**config.mk**
```make
export PLATFORM = sky130hd
export DESIGN_NAME = cfd_ctrl
export DESIGN_NICKNAME = d
export VERILOG_FILES = /design/src/cfd_pkg.sv /design/src/cfd_port_diag.sv /design/src/cfd_an_resolve.sv /design/src/cfd_ctrl.sv
export VERILOG_INCLUDE_DIRS = /design/src
export SDC_FILE = /design/constraint.sdc
export NUM_CORES = 1
export LEC_CHECK = 0
export ABC_AREA = 1
export BUFFER_PORTS_ARGS = -buffer_cell sky130_fd_sc_hd__buf_2
export CAP_MARGIN = 15
export CORE_UTILIZATION = 55
export DETAILED_ROUTE_END_ITERATION = 10
export GPL_TIMING_DRIVEN = 1
export PLACE_DENSITY_LB_ADDON = 0.25
export SLEW_MARGIN = 15
export SYNTH_ARGS = -nofsm -noshare
export SYNTH_HDL_FRONTEND = slang
export SYNTH_HIERARCHICAL = 1
export SYNTH_SLANG_ARGS = --single-unit
```
**constraint.sdc**
```tcl
create_clock -name clock -period 5.94 [get_ports clock]
set_clock_uncertainty 0.2 [all_clocks]
set_input_delay 1.188 -clock clock [delete_from_list [all_inputs] [get_ports clock]]
set_output_delay 1.188 -clock clock [all_outputs]
set_load 0.05 [all_outputs]
```
**src/cfd_regs.svh**
```systemverilog
// Register offsets, field positions, reset values and timing counts of the cable diagnostic
`ifndef CFD_REGS_SVH
`define CFD_REGS_SVH
`define CFD_P1_DIAG 8'h1a
`define CFD_P1_DIST 8'h1b
`define CFD_P1_CTRL12 8'h1c
`define CFD_P1_CTRL13 8'h1d
`define CFD_PORT_SPAN 8'h50
`define CFD_ADJ_A 8'h27
`define CFD_ADJ_SEL 8'h37
`define CFD_ADJ_MASK 8'h47
`define CFD_DIAG_START_BIT 4
`define CFD_DIAG_RES_LSB 5
`define CFD_DIAG_DMSB_BIT 0
`define CFD_C12_AN_OFF_BIT 7
`define CFD_C12_F100_BIT 6
`define CFD_C12_FFD_BIT 5
`define CFD_C13_MDIX_OFF_BIT 2
`define CFD_C12_RST 8'h0f
`define CFD_C13_RST 8'h00
`define CFD_ADJ_RST 8'h00
`define CFD_DIST_MAX 9'h1f4
`define CFD_CLK_MHZ 10
`define CFD_QUIET_WAIT_US 50
`define CFD_ECHO_WAIT_US 20
`define CFD_QUIET_CYC (`CFD_QUIET_WAIT_US * `CFD_CLK_MHZ)
`define CFD_ECHO_CYC (`CFD_ECHO_WAIT_US * `CFD_CLK_MHZ)
`endif

```
**src/cfd_pkg.sv**
```systemverilog
// Types shared by the cable diagnostic files
package cfd_pkg;
	typedef enum logic [4:0] {
		CFD_IDLE = 5'h01,
		CFD_QUIET = 5'h02,
		CFD_PULSE = 5'h04,
		CFD_ECHO = 5'h08,
		CFD_DONE = 5'h10
	} cfd_state_t;
	typedef enum logic [1:0] {
		CFD_RES_NORMAL = 2'h0,
		CFD_RES_OPEN = 2'h1,
		CFD_RES_SHORT = 2'h2,
		CFD_RES_INVALID = 2'h3
	} cfd_result_t;
	typedef enum logic [1:0] {
		CFD_M10HD = 2'h0,
		CFD_M10FD = 2'h1,
		CFD_M100HD = 2'h2,
		CFD_M100FD = 2'h3
	} cfd_mode_t;
endpackage

```
**src/cfd_port_diag.sv**
```systemverilog
// One port's reflectometry test sequencer
`timescale 1ns/1ns
`include "cfd_regs.svh"
module cfd_port_diag (
	input wire logic clock,
	input wire logic rst_b,
	input wire logic start_req,
	input wire logic copper,
	input wire logic partner_quiet,
	input wire logic echo_valid,
	input wire logic [1:0] echo_kind,
	input wire logic [8:0] echo_count,
	output logic busy_r,
	output logic [1:0] result_r,
	output logic [8:0] distance_r,
	output logic silence_req_r,
	output logic launch_r
);
	localparam logic [15:0] QUIET_CYC = 16'(`CFD_QUIET_CYC);
	localparam logic [15:0] ECHO_CYC = 16'(`CFD_ECHO_CYC);
	cfd_pkg::cfd_state_t state_r;
	logic [15:0] cnt_r;

	always_ff @(posedge clock) begin
		if (!rst_b) begin
			state_r <= cfd_pkg::CFD_IDLE;
			cnt_r <= 16'h0000;
			result_r <= cfd_pkg::CFD_RES_NORMAL;
			distance_r <= 9'h000;
		end else begin
			cnt_r <= cnt_r + 16'h0001;
			case (state_r)
				cfd_pkg::CFD_IDLE: begin
					cnt_r <= 16'h0000;
					if (start_req && !copper) begin
						result_r <= cfd_pkg::CFD_RES_INVALID;
						distance_r <= 9'h000;
						state_r <= cfd_pkg::CFD_DONE;
					end else if (start_req) begin
						state_r <= cfd_pkg::CFD_QUIET;
					end
				end
				cfd_pkg::CFD_QUIET: begin
					if (partner_quiet) begin
						state_r <= cfd_pkg::CFD_PULSE;
					end else if (cnt_r == QUIET_CYC - 16'h0001) begin
						// Partner still talking: no measurement
						result_r <= cfd_pkg::CFD_RES_INVALID;
						distance_r <= 9'h000;
						state_r <= cfd_pkg::CFD_DONE;
					end
				end
				cfd_pkg::CFD_PULSE: begin
					cnt_r <= 16'h0000;
					state_r <= cfd_pkg::CFD_ECHO;
				end
				cfd_pkg::CFD_ECHO: begin
					if (echo_valid) begin
						result_r <= echo_kind;
						// Range ends at 200 m
						distance_r <= (echo_count > `CFD_DIST_MAX) ? `CFD_DIST_MAX : echo_count;
						state_r <= cfd_pkg::CFD_DONE;
					end else if (cnt_r == ECHO_CYC - 16'h0001) begin
						// No reflection inside the window
						result_r <= cfd_pkg::CFD_RES_NORMAL;
						distance_r <= 9'h000;
						state_r <= cfd_pkg::CFD_DONE;
					end
				end
				cfd_pkg::CFD_DONE: begin
					state_r <= cfd_pkg::CFD_IDLE;
				end
				default: begin
					state_r <= cfd_pkg::CFD_IDLE;
				end
			endcase
		end
	end

	always_ff @(posedge clock) begin
		if (!rst_b) begin
			busy_r <= 1'b0;
		end else if (state_r == cfd_pkg::CFD_IDLE && start_req) begin
			busy_r <= 1'b1;
		end else if (state_r == cfd_pkg::CFD_DONE) begin
			busy_r <= 1'b0;
		end
	end

	always_ff @(posedge clock) begin
		if (!rst_b) begin
			silence_req_r <= 1'b0;
			launch_r <= 1'b0;
		end else begin
			silence_req_r <= (state_r == cfd_pkg::CFD_QUIET) || (state_r == cfd_pkg::CFD_PULSE)
				|| (state_r == cfd_pkg::CFD_ECHO);
			launch_r <= (state_r == cfd_pkg::CFD_QUIET) && partner_quiet;
		end
	end
endmodule

```
**src/cfd_an_resolve.sv**
```systemverilog
// Speed and duplex resolution for one copper port
`timescale 1ns/1ns
module cfd_an_resolve (
	input wire logic clock,
	input wire logic rst_b,
	input wire logic copper,
	input wire logic an_off,
	input wire logic force_100,
	input wire logic force_fd,
	input wire logic [3:0] local_adv,
	input wire logic partner_adv_valid,
	input wire logic [3:0] partner_adv,
	input wire logic pd_valid,
	input wire logic pd_100,
	output logic link_up_r,
	output logic [1:0] mode_r
);
	logic [3:0] common;

	assign common = local_adv & partner_adv;

	always_ff @(posedge clock) begin
		if (!rst_b) begin
			link_up_r <= 1'b0;
			mode_r <= cfd_pkg::CFD_M10HD;
		end else if (!copper) begin
			link_up_r <= 1'b0;
		end else if (an_off) begin
			link_up_r <= pd_valid;
			mode_r <= {force_100, force_fd};
		end else if (partner_adv_valid && common != 4'h0) begin
			link_up_r <= 1'b1;
			if (common[3]) begin
				mode_r <= cfd_pkg::CFD_M100FD;
			end else if (common[2]) begin
				mode_r <= cfd_pkg::CFD_M100HD;
			end else if (common[1]) begin
				mode_r <= cfd_pkg::CFD_M10FD;
			end else begin
				mode_r <= cfd_pkg::CFD_M10HD;
			end
		end else if (!partner_adv_valid && pd_valid) begin
			// Fixed signalling seen: half duplex at that speed
			link_up_r <= 1'b1;
			mode_r <= pd_100 ? cfd_pkg::CFD_M100HD : cfd_pkg::CFD_M10HD;
		end else begin
			link_up_r <= 1'b0;
		end
	end
endmodule

```
**src/cfd_ctrl.sv**
```systemverilog
// Cable fault diagnostic control for five ports, with its byte register file
`timescale 1ns/1ns
`include "cfd_regs.svh"
module cfd_ctrl (
	input wire logic clock,
	input wire logic rst_b,
	input wire logic [7:0] reg_addr,
	input wire logic [7:0] reg_wdata,
	input wire logic reg_wr,
	input wire logic reg_rd,
	output logic [7:0] reg_rdata,
	output logic reg_rvalid,
	input wire logic [4:0] port_copper,
	input wire logic [4:0] refl_partner_quiet,
	input wire logic [4:0] refl_echo_valid,
	input wire logic [9:0] refl_echo_kind,
	input wire logic [44:0] refl_echo_count,
	output logic [4:0] refl_silence_req,
	output logic [4:0] refl_launch,
	output logic [4:0] an_disable,
	output logic [4:0] mdix_manual,
	input wire logic [4:0] partner_adv_valid,
	input wire logic [19:0] partner_adv,
	input wire logic [4:0] pd_valid,
	input wire logic [4:0] pd_100,
	output logic [4:0] link_up,
	output logic [9:0] link_mode,
	output logic [7:0] adj_a,
	output logic [7:0] adj_port_sel,
	output logic [7:0] adj_mask
);
	logic [7:0] ctrl12_r [5];
	logic [7:0] ctrl13_r [5];
	logic [7:0] adj_a_r;
	logic [7:0] adj_sel_r;
	logic [7:0] adj_mask_r;
	logic [7:0] rdata_r;
	logic [7:0] rdata_nxt;
	logic rvalid_r;
	logic [4:0] busy;
	logic [4:0] start_req;
	logic [1:0] result [5];
	logic [8:0] distance [5];
	logic wr_hit;
	logic [2:0] wr_port;
	logic [1:0] wr_kind;
	logic rd_hit;
	logic [2:0] rd_port;
	logic [1:0] rd_kind;

	// Per-port window decode: hit, port index, register within the port
	function automatic logic [5:0] port_decode(input logic [7:0] addr);
		logic [7:0] ofs;
		ofs = addr - `CFD_P1_DIAG;
		if (ofs < `CFD_PORT_SPAN && ofs[3:2] == 2'h0) begin
			port_decode = {1'b1, ofs[6:4], ofs[1:0]};
		end else begin
			port_decode = 6'h00;
		end
	endfunction

	assign {wr_hit, wr_port, wr_kind} = port_decode(reg_addr);
	assign {rd_hit, rd_port, rd_kind} = port_decode(reg_addr);

	genvar p;
	generate
		for (p = 0; p < 5; p = p + 1) begin : g_port
			// Start taken only while idle; bit stays set until done
			assign start_req[p] = reg_wr && wr_hit && wr_port == 3'(p) && wr_kind == 2'h0
				&& reg_wdata[`CFD_DIAG_START_BIT] && !busy[p];

			cfd_port_diag u_diag (
				.clock(clock),
				.rst_b(rst_b),
				.start_req(start_req[p]),
				.copper(port_copper[p]),
				.partner_quiet(refl_partner_quiet[p]),
				.echo_valid(refl_echo_valid[p]),
				.echo_kind(refl_echo_kind[2*p+1 -: 2]),
				.echo_count(refl_echo_count[9*p+8 -: 9]),
				.busy_r(busy[p]),
				.result_r(result[p]),
				.distance_r(distance[p]),
				.silence_req_r(refl_silence_req[p]),
				.launch_r(refl_launch[p])
			);

			cfd_an_resolve u_an (
				.clock(clock),
				.rst_b(rst_b),
				.copper(port_copper[p]),
				.an_off(ctrl12_r[p][`CFD_C12_AN_OFF_BIT]),
				.force_100(ctrl12_r[p][`CFD_C12_F100_BIT]),
				.force_fd(ctrl12_r[p][`CFD_C12_FFD_BIT]),
				.local_adv(ctrl12_r[p][3:0]),
				.partner_adv_valid(partner_adv_valid[p]),
				.partner_adv(partner_adv[4*p+3 -: 4]),
				.pd_valid(pd_valid[p]),
				.pd_100(pd_100[p]),
				.link_up_r(link_up[p]),
				.mode_r(link_mode[2*p+1 -: 2])
			);

			assign an_disable[p] = ctrl12_r[p][`CFD_C12_AN_OFF_BIT];
			assign mdix_manual[p] = ctrl13_r[p][`CFD_C13_MDIX_OFF_BIT];
		end
	endgenerate

	// Port control registers
	always_ff @(posedge clock) begin
		if (!rst_b) begin
			for (int i = 0; i < 5; i++) begin
				ctrl12_r[i] <= `CFD_C12_RST;
				ctrl13_r[i] <= `CFD_C13_RST;
			end
		end else if (reg_wr && wr_hit && wr_port < 3'h5) begin
			if (wr_kind == 2'h2) begin
				ctrl12_r[wr_port] <= reg_wdata;
			end
			if (wr_kind == 2'h3) begin
				ctrl13_r[wr_port] <= reg_wdata;
			end
		end
	end

	// Temporary adjustment registers used during set-up
	always_ff @(posedge clock) begin
		if (!rst_b) begin
			adj_a_r <= `CFD_ADJ_RST;
			adj_sel_r <= `CFD_ADJ_RST;
			adj_mask_r <= `CFD_ADJ_RST;
		end else if (reg_wr) begin
			if (reg_addr == `CFD_ADJ_A) begin
				adj_a_r <= reg_wdata;
			end
			if (reg_addr == `CFD_ADJ_SEL) begin
				adj_sel_r <= reg_wdata;
			end
			if (reg_addr == `CFD_ADJ_MASK) begin
				adj_mask_r <= reg_wdata;
			end
		end
	end

	assign adj_a = adj_a_r;
	assign adj_port_sel = adj_sel_r;
	assign adj_mask = adj_mask_r;

	// Read mux
	always_comb begin
		rdata_nxt = 8'h00;
		if (rd_hit && rd_port < 3'h5) begin
			case (rd_kind)
				2'h0: begin
					rdata_nxt[`CFD_DIAG_RES_LSB +: 2] = result[rd_port];
					rdata_nxt[`CFD_DIAG_START_BIT] = busy[rd_port];
					rdata_nxt[`CFD_DIAG_DMSB_BIT] = distance[rd_port][8];
				end
				2'h1: begin
					rdata_nxt = distance[rd_port][7:0];
				end
				2'h2: begin
					rdata_nxt = ctrl12_r[rd_port];
				end
				2'h3: begin
					rdata_nxt = ctrl13_r[rd_port];
				end
				default: begin
					rdata_nxt = 8'h00;
				end
			endcase
		end else if (reg_addr == `CFD_ADJ_A) begin
			rdata_nxt = adj_a_r;
		end else if (reg_addr == `CFD_ADJ_SEL) begin
			rdata_nxt = adj_sel_r;
		end else if (reg_addr == `CFD_ADJ_MASK) begin
			rdata_nxt = adj_mask_r;
		end
	end

	// Read answer one cycle after the strobe
	always_ff @(posedge clock) begin
		if (!rst_b) begin
			rdata_r <= 8'h00;
			rvalid_r <= 1'b0;
		end else begin
			rvalid_r <= reg_rd;
			if (reg_rd) begin
				rdata_r <= rdata_nxt;
			end
		end
	end

	assign reg_rdata = rdata_r;
	assign reg_rvalid = rvalid_r;
endmodule

```
Word level (Yosys, flattened, before mapping) --
Memories as Yosys holds them, arrays and structs flattened. Index checks and enable logic that the tools add are counted.
Word-level totals: flip-flop bits (word level) 223, bits in writable memories 80, output and inout port bits 68, word-level logic and storage cells 468, memories 2
Operators by class: $add $sub $neg 6, magnitude comparators 9, eq/ne operators 75, muxes and demuxes 192, bitwise operators 7, reductions and logical operators 127
Memories:
- ctrl12_r | words 5, bits a word 8, read ports 6, clocked after memory_dff 0, wr ports 5, RTL line cfd_ctrl.sv:32 | logic [7:0] ctrl12_r [5];
- ctrl13_r | words 5, bits a word 8, read ports 6, clocked after memory_dff 0, wr ports 5, RTL line cfd_ctrl.sv:33 | logic [7:0] ctrl13_r [5];
Operators with widths (number):
- $mux 9 | 32
- $mux 5 | 30
- $pmux 9 s3 | 5
- $mux 2 | 57
- $pmux 5 s4 | 5
- $add 16x1->16 const B | 5
- $eq 16x8->1 const B | 5
- $eq 16x9->1 const B | 5
- $logic_and 1x1->1 | 49
- $mux 8 | 6
- $gt 9x9->1 const B | 5
- $mux 1 | 42
- $ne 3x2->1 const B | 10
- $pmux 2 s3 | 5
- $reduce_bool 3->1 | 10
- $bmux 9 s3 | 1
- $reduce_and 2->1 | 13
- $eq 5x1->1 const B | 5
- $eq 5x2->1 const B | 5
- $eq 5x3->1 const B | 5
- $eq 5x4->1 const B | 5
- $eq 5x5->1 const B | 5
- $reduce_and 5->1 | 5
- $and 4x4->4 | 5
- 34 further kinds | 96

Depth between registers and ports, before layout --
depth after elaboration 12, depth in mapped cells 24, mapped depth without buffers 22

Hierarchy --
The synthesis kept the hierarchy.
By module, submodules not included:
- cfd_ctrl | instances 1, cells an instance 895, area each 6765.2 µm², sequential area each 3423.3 µm²
- cfd_port_diag at g_port[1].u_diag ... | instances 2, cells an instance 249, area each 1789.2 µm², sequential area each 700.7 µm²
- cfd_port_diag at g_port[0].u_diag | instances 1, cells an instance 254, area each 1794.2 µm², sequential area each 700.7 µm²
- cfd_port_diag at g_port[3].u_diag | instances 1, cells an instance 241, area each 1770.4 µm², sequential area each 700.7 µm²
- cfd_port_diag at g_port[4].u_diag | instances 1, cells an instance 245, area each 1654.1 µm², sequential area each 700.7 µm²
- cfd_an_resolve | instances 5, cells an instance 39, area each 219.0 µm², sequential area each 60.1 µm²

Worst setup path before layout --
No wires, ideal clock.
kind input -> register, start in reg_addr[1], end reg g_port[0].u_diag.distance_r[1], setup time 112 ps, arrival time 3649 ps, required time 5628 ps, slack 1979 ps, stages 22, buffers on the path 2, cell sequence inv_1 -> ha_1 -> inv_1 -> nand3_1 -> nand2_1 -> nand2_1 -> nand2_1 -> nand3_2 -> nand3_1 -> clkbuf_1 -> nand2_1 -> nor4_1 -> nand2_1 -> nand4_1 -> nand2_1 -> inv_1 -> nand2_2 -> nor2_8 -> buf_12 -> nand2_2 -> nand2_2 -> nor2_2
Between the ends: cells in the longest elaborated chain, start to end 12
Ends and longest elaborated chain:
- start: declaration | RTL line cfd_ctrl.sv:7 | input wire logic [7:0] reg_addr,
- $sub 8x5->8 (no source line) *
- $lt 8x7->1 (no source line) or $logic_not 2->1 (tied branches)
- $logic_and 1x1->1 | RTL line cfd_ctrl.sv:55 | if (ofs < `CFD_PORT_SPAN && ofs[3:2] == 2'h0) begin
- $mux 6 * | RTL line cfd_ctrl.sv:55
- $logic_not 3->1 or $logic_and 1x1->1 (tied branches) | RTL line cfd_ctrl.sv:69 | assign start_req[p] = reg_wr && wr_hit && wr_port == 3'(p) && wr_kind == 2'h0
- $logic_and 1x1->1 | RTL line cfd_ctrl.sv:69
- $logic_and 1x1->1 * (3 in a row) | RTL line cfd_ctrl.sv:69
- net start_req[0] | RTL line cfd_ctrl.sv:41 | logic [4:0] start_req;
- $logic_and 1x1->1 * | RTL line cfd_port_diag.sv:35 | if (start_req && !copper) begin
- $ne 2x1->1 (no source line) *
- $reduce_and 5->1 (no source line) *
- end signal: assignment | RTL line cfd_port_diag.sv:61 | distance_r <= (echo_count > `CFD_DIST_MAX) ? `CFD_DIST_MAX : echo_count;
- end: declaration | RTL line cfd_port_diag.sv:15 | output logic [8:0] distance_r,
The timed path passes the listed nets; every way through them passes the cells marked *. A chain may end at the register's enable or synchronous reset.

Final worst setup path --
start in reg_addr[1], end reg g_port[2].u_diag.result_r[1]
Between the ends: cells in the longest elaborated chain, start to end 12
Ends and longest elaborated chain:
- $sub 8x5->8 (no source line) *
- $lt 8x7->1 (no source line) or $logic_not 2->1 (tied branches)
- $logic_and 1x1->1 | RTL line cfd_ctrl.sv:55
- $mux 6 * | RTL line cfd_ctrl.sv:55
- $eq 3x2->1 or $logic_and 1x1->1 (tied branches) | RTL line cfd_ctrl.sv:69
- $logic_and 1x1->1 | RTL line cfd_ctrl.sv:69
- $logic_and 1x1->1 * (3 in a row) | RTL line cfd_ctrl.sv:69
- net start_req[2] | RTL line cfd_ctrl.sv:41
- $logic_and 1x1->1 * | RTL line cfd_port_diag.sv:35
- $ne 2x1->1 (no source line) *
- $reduce_and 5->1 (no source line) *
- end signal: assignment | RTL line cfd_port_diag.sv:28 | result_r <= cfd_pkg::CFD_RES_NORMAL;
- end signal: assignment | RTL line cfd_port_diag.sv:36 | result_r <= cfd_pkg::CFD_RES_INVALID;
- end signal: assignment | RTL line cfd_port_diag.sv:48 | result_r <= cfd_pkg::CFD_RES_INVALID;
- end: declaration | RTL line cfd_port_diag.sv:14 | output logic [1:0] result_r,
Marks and branches as above.

==> metrics <==
outcome=complete, no violations; final setup TNS=0 ns; hold_buf cts=0; antenna violations before repair=0; crit-path max FO=20; worst skew pair latency=just over 0.5 ns; Core Rows=63; die area=31000 um^2; CTS Buffer Depth=3; ys flop type=dfxtp_1; CTS tree=built; clock-pin slew on the worst setup and hold paths=0.05 ns; layout cells sized above 1=19.5%; Finished Cell Area=around 19000 um^2; clock period minus worst slack=4.69 ns; clock tree sinks=315; Post-synth EDFFs=between 90 and 100; drt total wl=43000 um; fin crit share=78.9%; Die Y=176 um; I/O pin total=193; GRT Overall Usage=between 20 and 30%; GP Congestion=0.911; FF-to-FF path depth=10; Syn-to-layout area delta=14.2%; Peak supply drop=about 0.00018 V; CTS HTree Levels=2; hpwl dp=approximately 32000 um; r2r endpoint=g_port[2].u_diag/result_r[1]; flop and latch count out of synthesis=315; Hold Crit Start=g_port[1].u_diag/cnt_r[0]; pin count of the biggest net entering global routing=58; DRT iter0 DRCs=between 1k and 1.5k; Final Hold Viols=0; Die W=around 180 um; GRT overflow=0; Initial Util=56.1%; Yosys warnings=6; Post-Layout Cell Count=2930; Least-Margin Pin Slew=between 0.8 and 0.9 ns; Rel. slew slack=43.3%; vias=15.3k; placed insts=2867; ANT cells=0; fin util=a little under two thirds; commonest non-fill, non-tap cells in the layout=nand2_1, nor2_1, inv_1, dfxtp_1, buf_2; synthesized area=around 17000 um^2; Max Slew Vio Count=0; most common cell after layout, fill and taps aside=nand2_1; Post-CTS Setup Bufs=0; # DRC=0; Root Buffer=clkbuf_16; hold path cells=1; Endpoint, Worst Hold=g_port[1].u_diag/cnt_r[0]; sequential share of the synthesized area=43.4%; antenna viol nets, final=0; Mean Syn Cell Area=slightly above 7 um^2; max-capacitance violation count=0; Critical Path AT=4.89 ns; synth unique cells=49; cell leakage power=8.57 nW; first-pass GRT wire length=69500 um; critical path class=in2reg; crit start category=input pin; CP endpoint kind=flip-flop; fraction of registers with async set or reset after synthesis=0%; Gate Count Post-Synth=2328; Via density=5.23; FMAX=between 200 and 250 MHz; post_cts resized=0; vias in the first global route=14.3k; reg2reg start=g_port[2].u_diag/busy_r; reg-to-reg slack, setup=between 3 and 4 ns; Placed Area=17800 um^2; hold crit path type=reg2reg; RSZ-0062 raised after global routing=false; 1st-pass router iterations=6; Worst EP required=6.14 ns; Setup Viol. Count Final=0; Placeable Area=29700 um^2; routed len/inst=14.7 um; input/output buffers=192; NumNets Final=~2.6k; PwrDens=364 nW/um^2; clock buffer count from CTS=36
[stage by stage]
stage,worst slack (ns),total power [mW],hold WS [ns]
after floorplan,1.98,4.41,0.213
after CTS,1.40,6.95,0.241
after global routing,0.988,7.34,0.268
final,1.25,6.92,0.238
after global placement,1.01,4.59,0.227
after detailed placement,0.901,4.65,0.233
[critical path, cell delays in order]
cell and delay, ns:
buf_2 0.14, inv_1 0.10, ha_1 0.21, inv_1 0.07, nand2_1 0.07, nand2_1 0.05, nor2_1 0.08, nand2_1 0.07
nor2_2 0.44, nand2_4 0.19, inv_6 0.13, nand2_1 0.29, nor4_1 0.73, nand2_1 0.11, nand4_1 0.13, nand2_1 0.08
inv_1 0.07, nand2_2 0.06, nor2_4 0.43, nand2_2 0.08, nand2_1 0.09, nor2_2 0.04
[final cells by class]
type | instances | area [um^2]
fill | 2607 | 10700
multi-input combinational | 1684 | 8000
sequential | 315 | 7230
timing repair buffer | 203 | 1050
inverter | 275 | 1040
clock buffer | 50 | 1020
tap | 390 | 488
clock inverter | 13 | 191
[flip-flops by register name, summed over array words and instances, names as in the netlist, 10 cells and up]
name                      count
g_port.u_diag/cnt_r          80
g_port.u_diag/state_r        25
g_port.u_an/mode_r           10
g_port.u_diag/distance_r     45
ctrl13_r                     46
ctrl12_r                     46
g_port.u_diag/result_r       10
[power by group]
group,internal (mW),switching (mW),total [mW]
combinational,0.654,1.37,2.02
sequential,2.45,0.152,2.61
clock,1.42,0.873,2.29
[how the worst max path moves through the flow]
stage / startpoint / endpoint / slack, ns / cells past startpoint
CTS: reg_addr[1] / g_port[2].u_diag/result_r[1] / 1.40 / 21
global placement: reg_addr[1] / g_port[2].u_diag/result_r[1] / 1.01 / 22
detailed placement: reg_addr[1] / g_port[2].u_diag/distance_r[1] / 0.90 / 21
global route: reg_addr[1] / g_port[4].u_diag/distance_r[1] / 0.99 / 22
finish: reg_addr[1] / g_port[2].u_diag/result_r[1] / 1.25 / 22
floorplan: reg_addr[1] / g_port[0].u_diag/distance_r[1] / 1.98 / 22
[synthesized netlist by cell type, types with 20 or more instances]
| master | count | area, um^2 |
|---|---|---|
| a21oi_1 | 111 | 556 |
| nor3_1 | 22 | 110 |
| nor2_2 | 75 | 469 |
| inv_1 | 228 | 856 |
| nand3_2 | 20 | 200 |
| nand3_1 | 106 | 531 |
| o21ai_0 | 81 | 405 |
| dfxtp_1 | 223 | 4460 |
| edfxtp_1 | 92 | 2760 |
| nand2_1 | 589 | 2210 |
| nand4_1 | 54 | 338 |
| inv_2 | 32 | 120 |
| nor2_1 | 414 | 1550 |
| nand2_2 | 66 | 413 |
[metal layers]
layer	global-route usage, %	wire, um
met5	0	0
met4	11.2	1510
met3	4.59	3130
met2	46.5	20100
met1	35.8	18200
[cells by family (layout without fill, tap and decap cells)]
group / count (synthesis) / in the layout / share of synthesized area, %
AO/OA/AOI/OAI: 230 / 230 / 7.39
other: 1 / 12 / 0.0225
XOR/XNOR: 22 / 22 / 1.16
flip-flops: 315 / 315 / 43.4
adder cells (fa/ha/maj): 7 / 7 / 0.526
AND/OR/NAND/NOR: 1413 / 1413 / 38.7
buffers and inverters: 340 / 541 / 8.84
(Power assumes the default switching activity.)
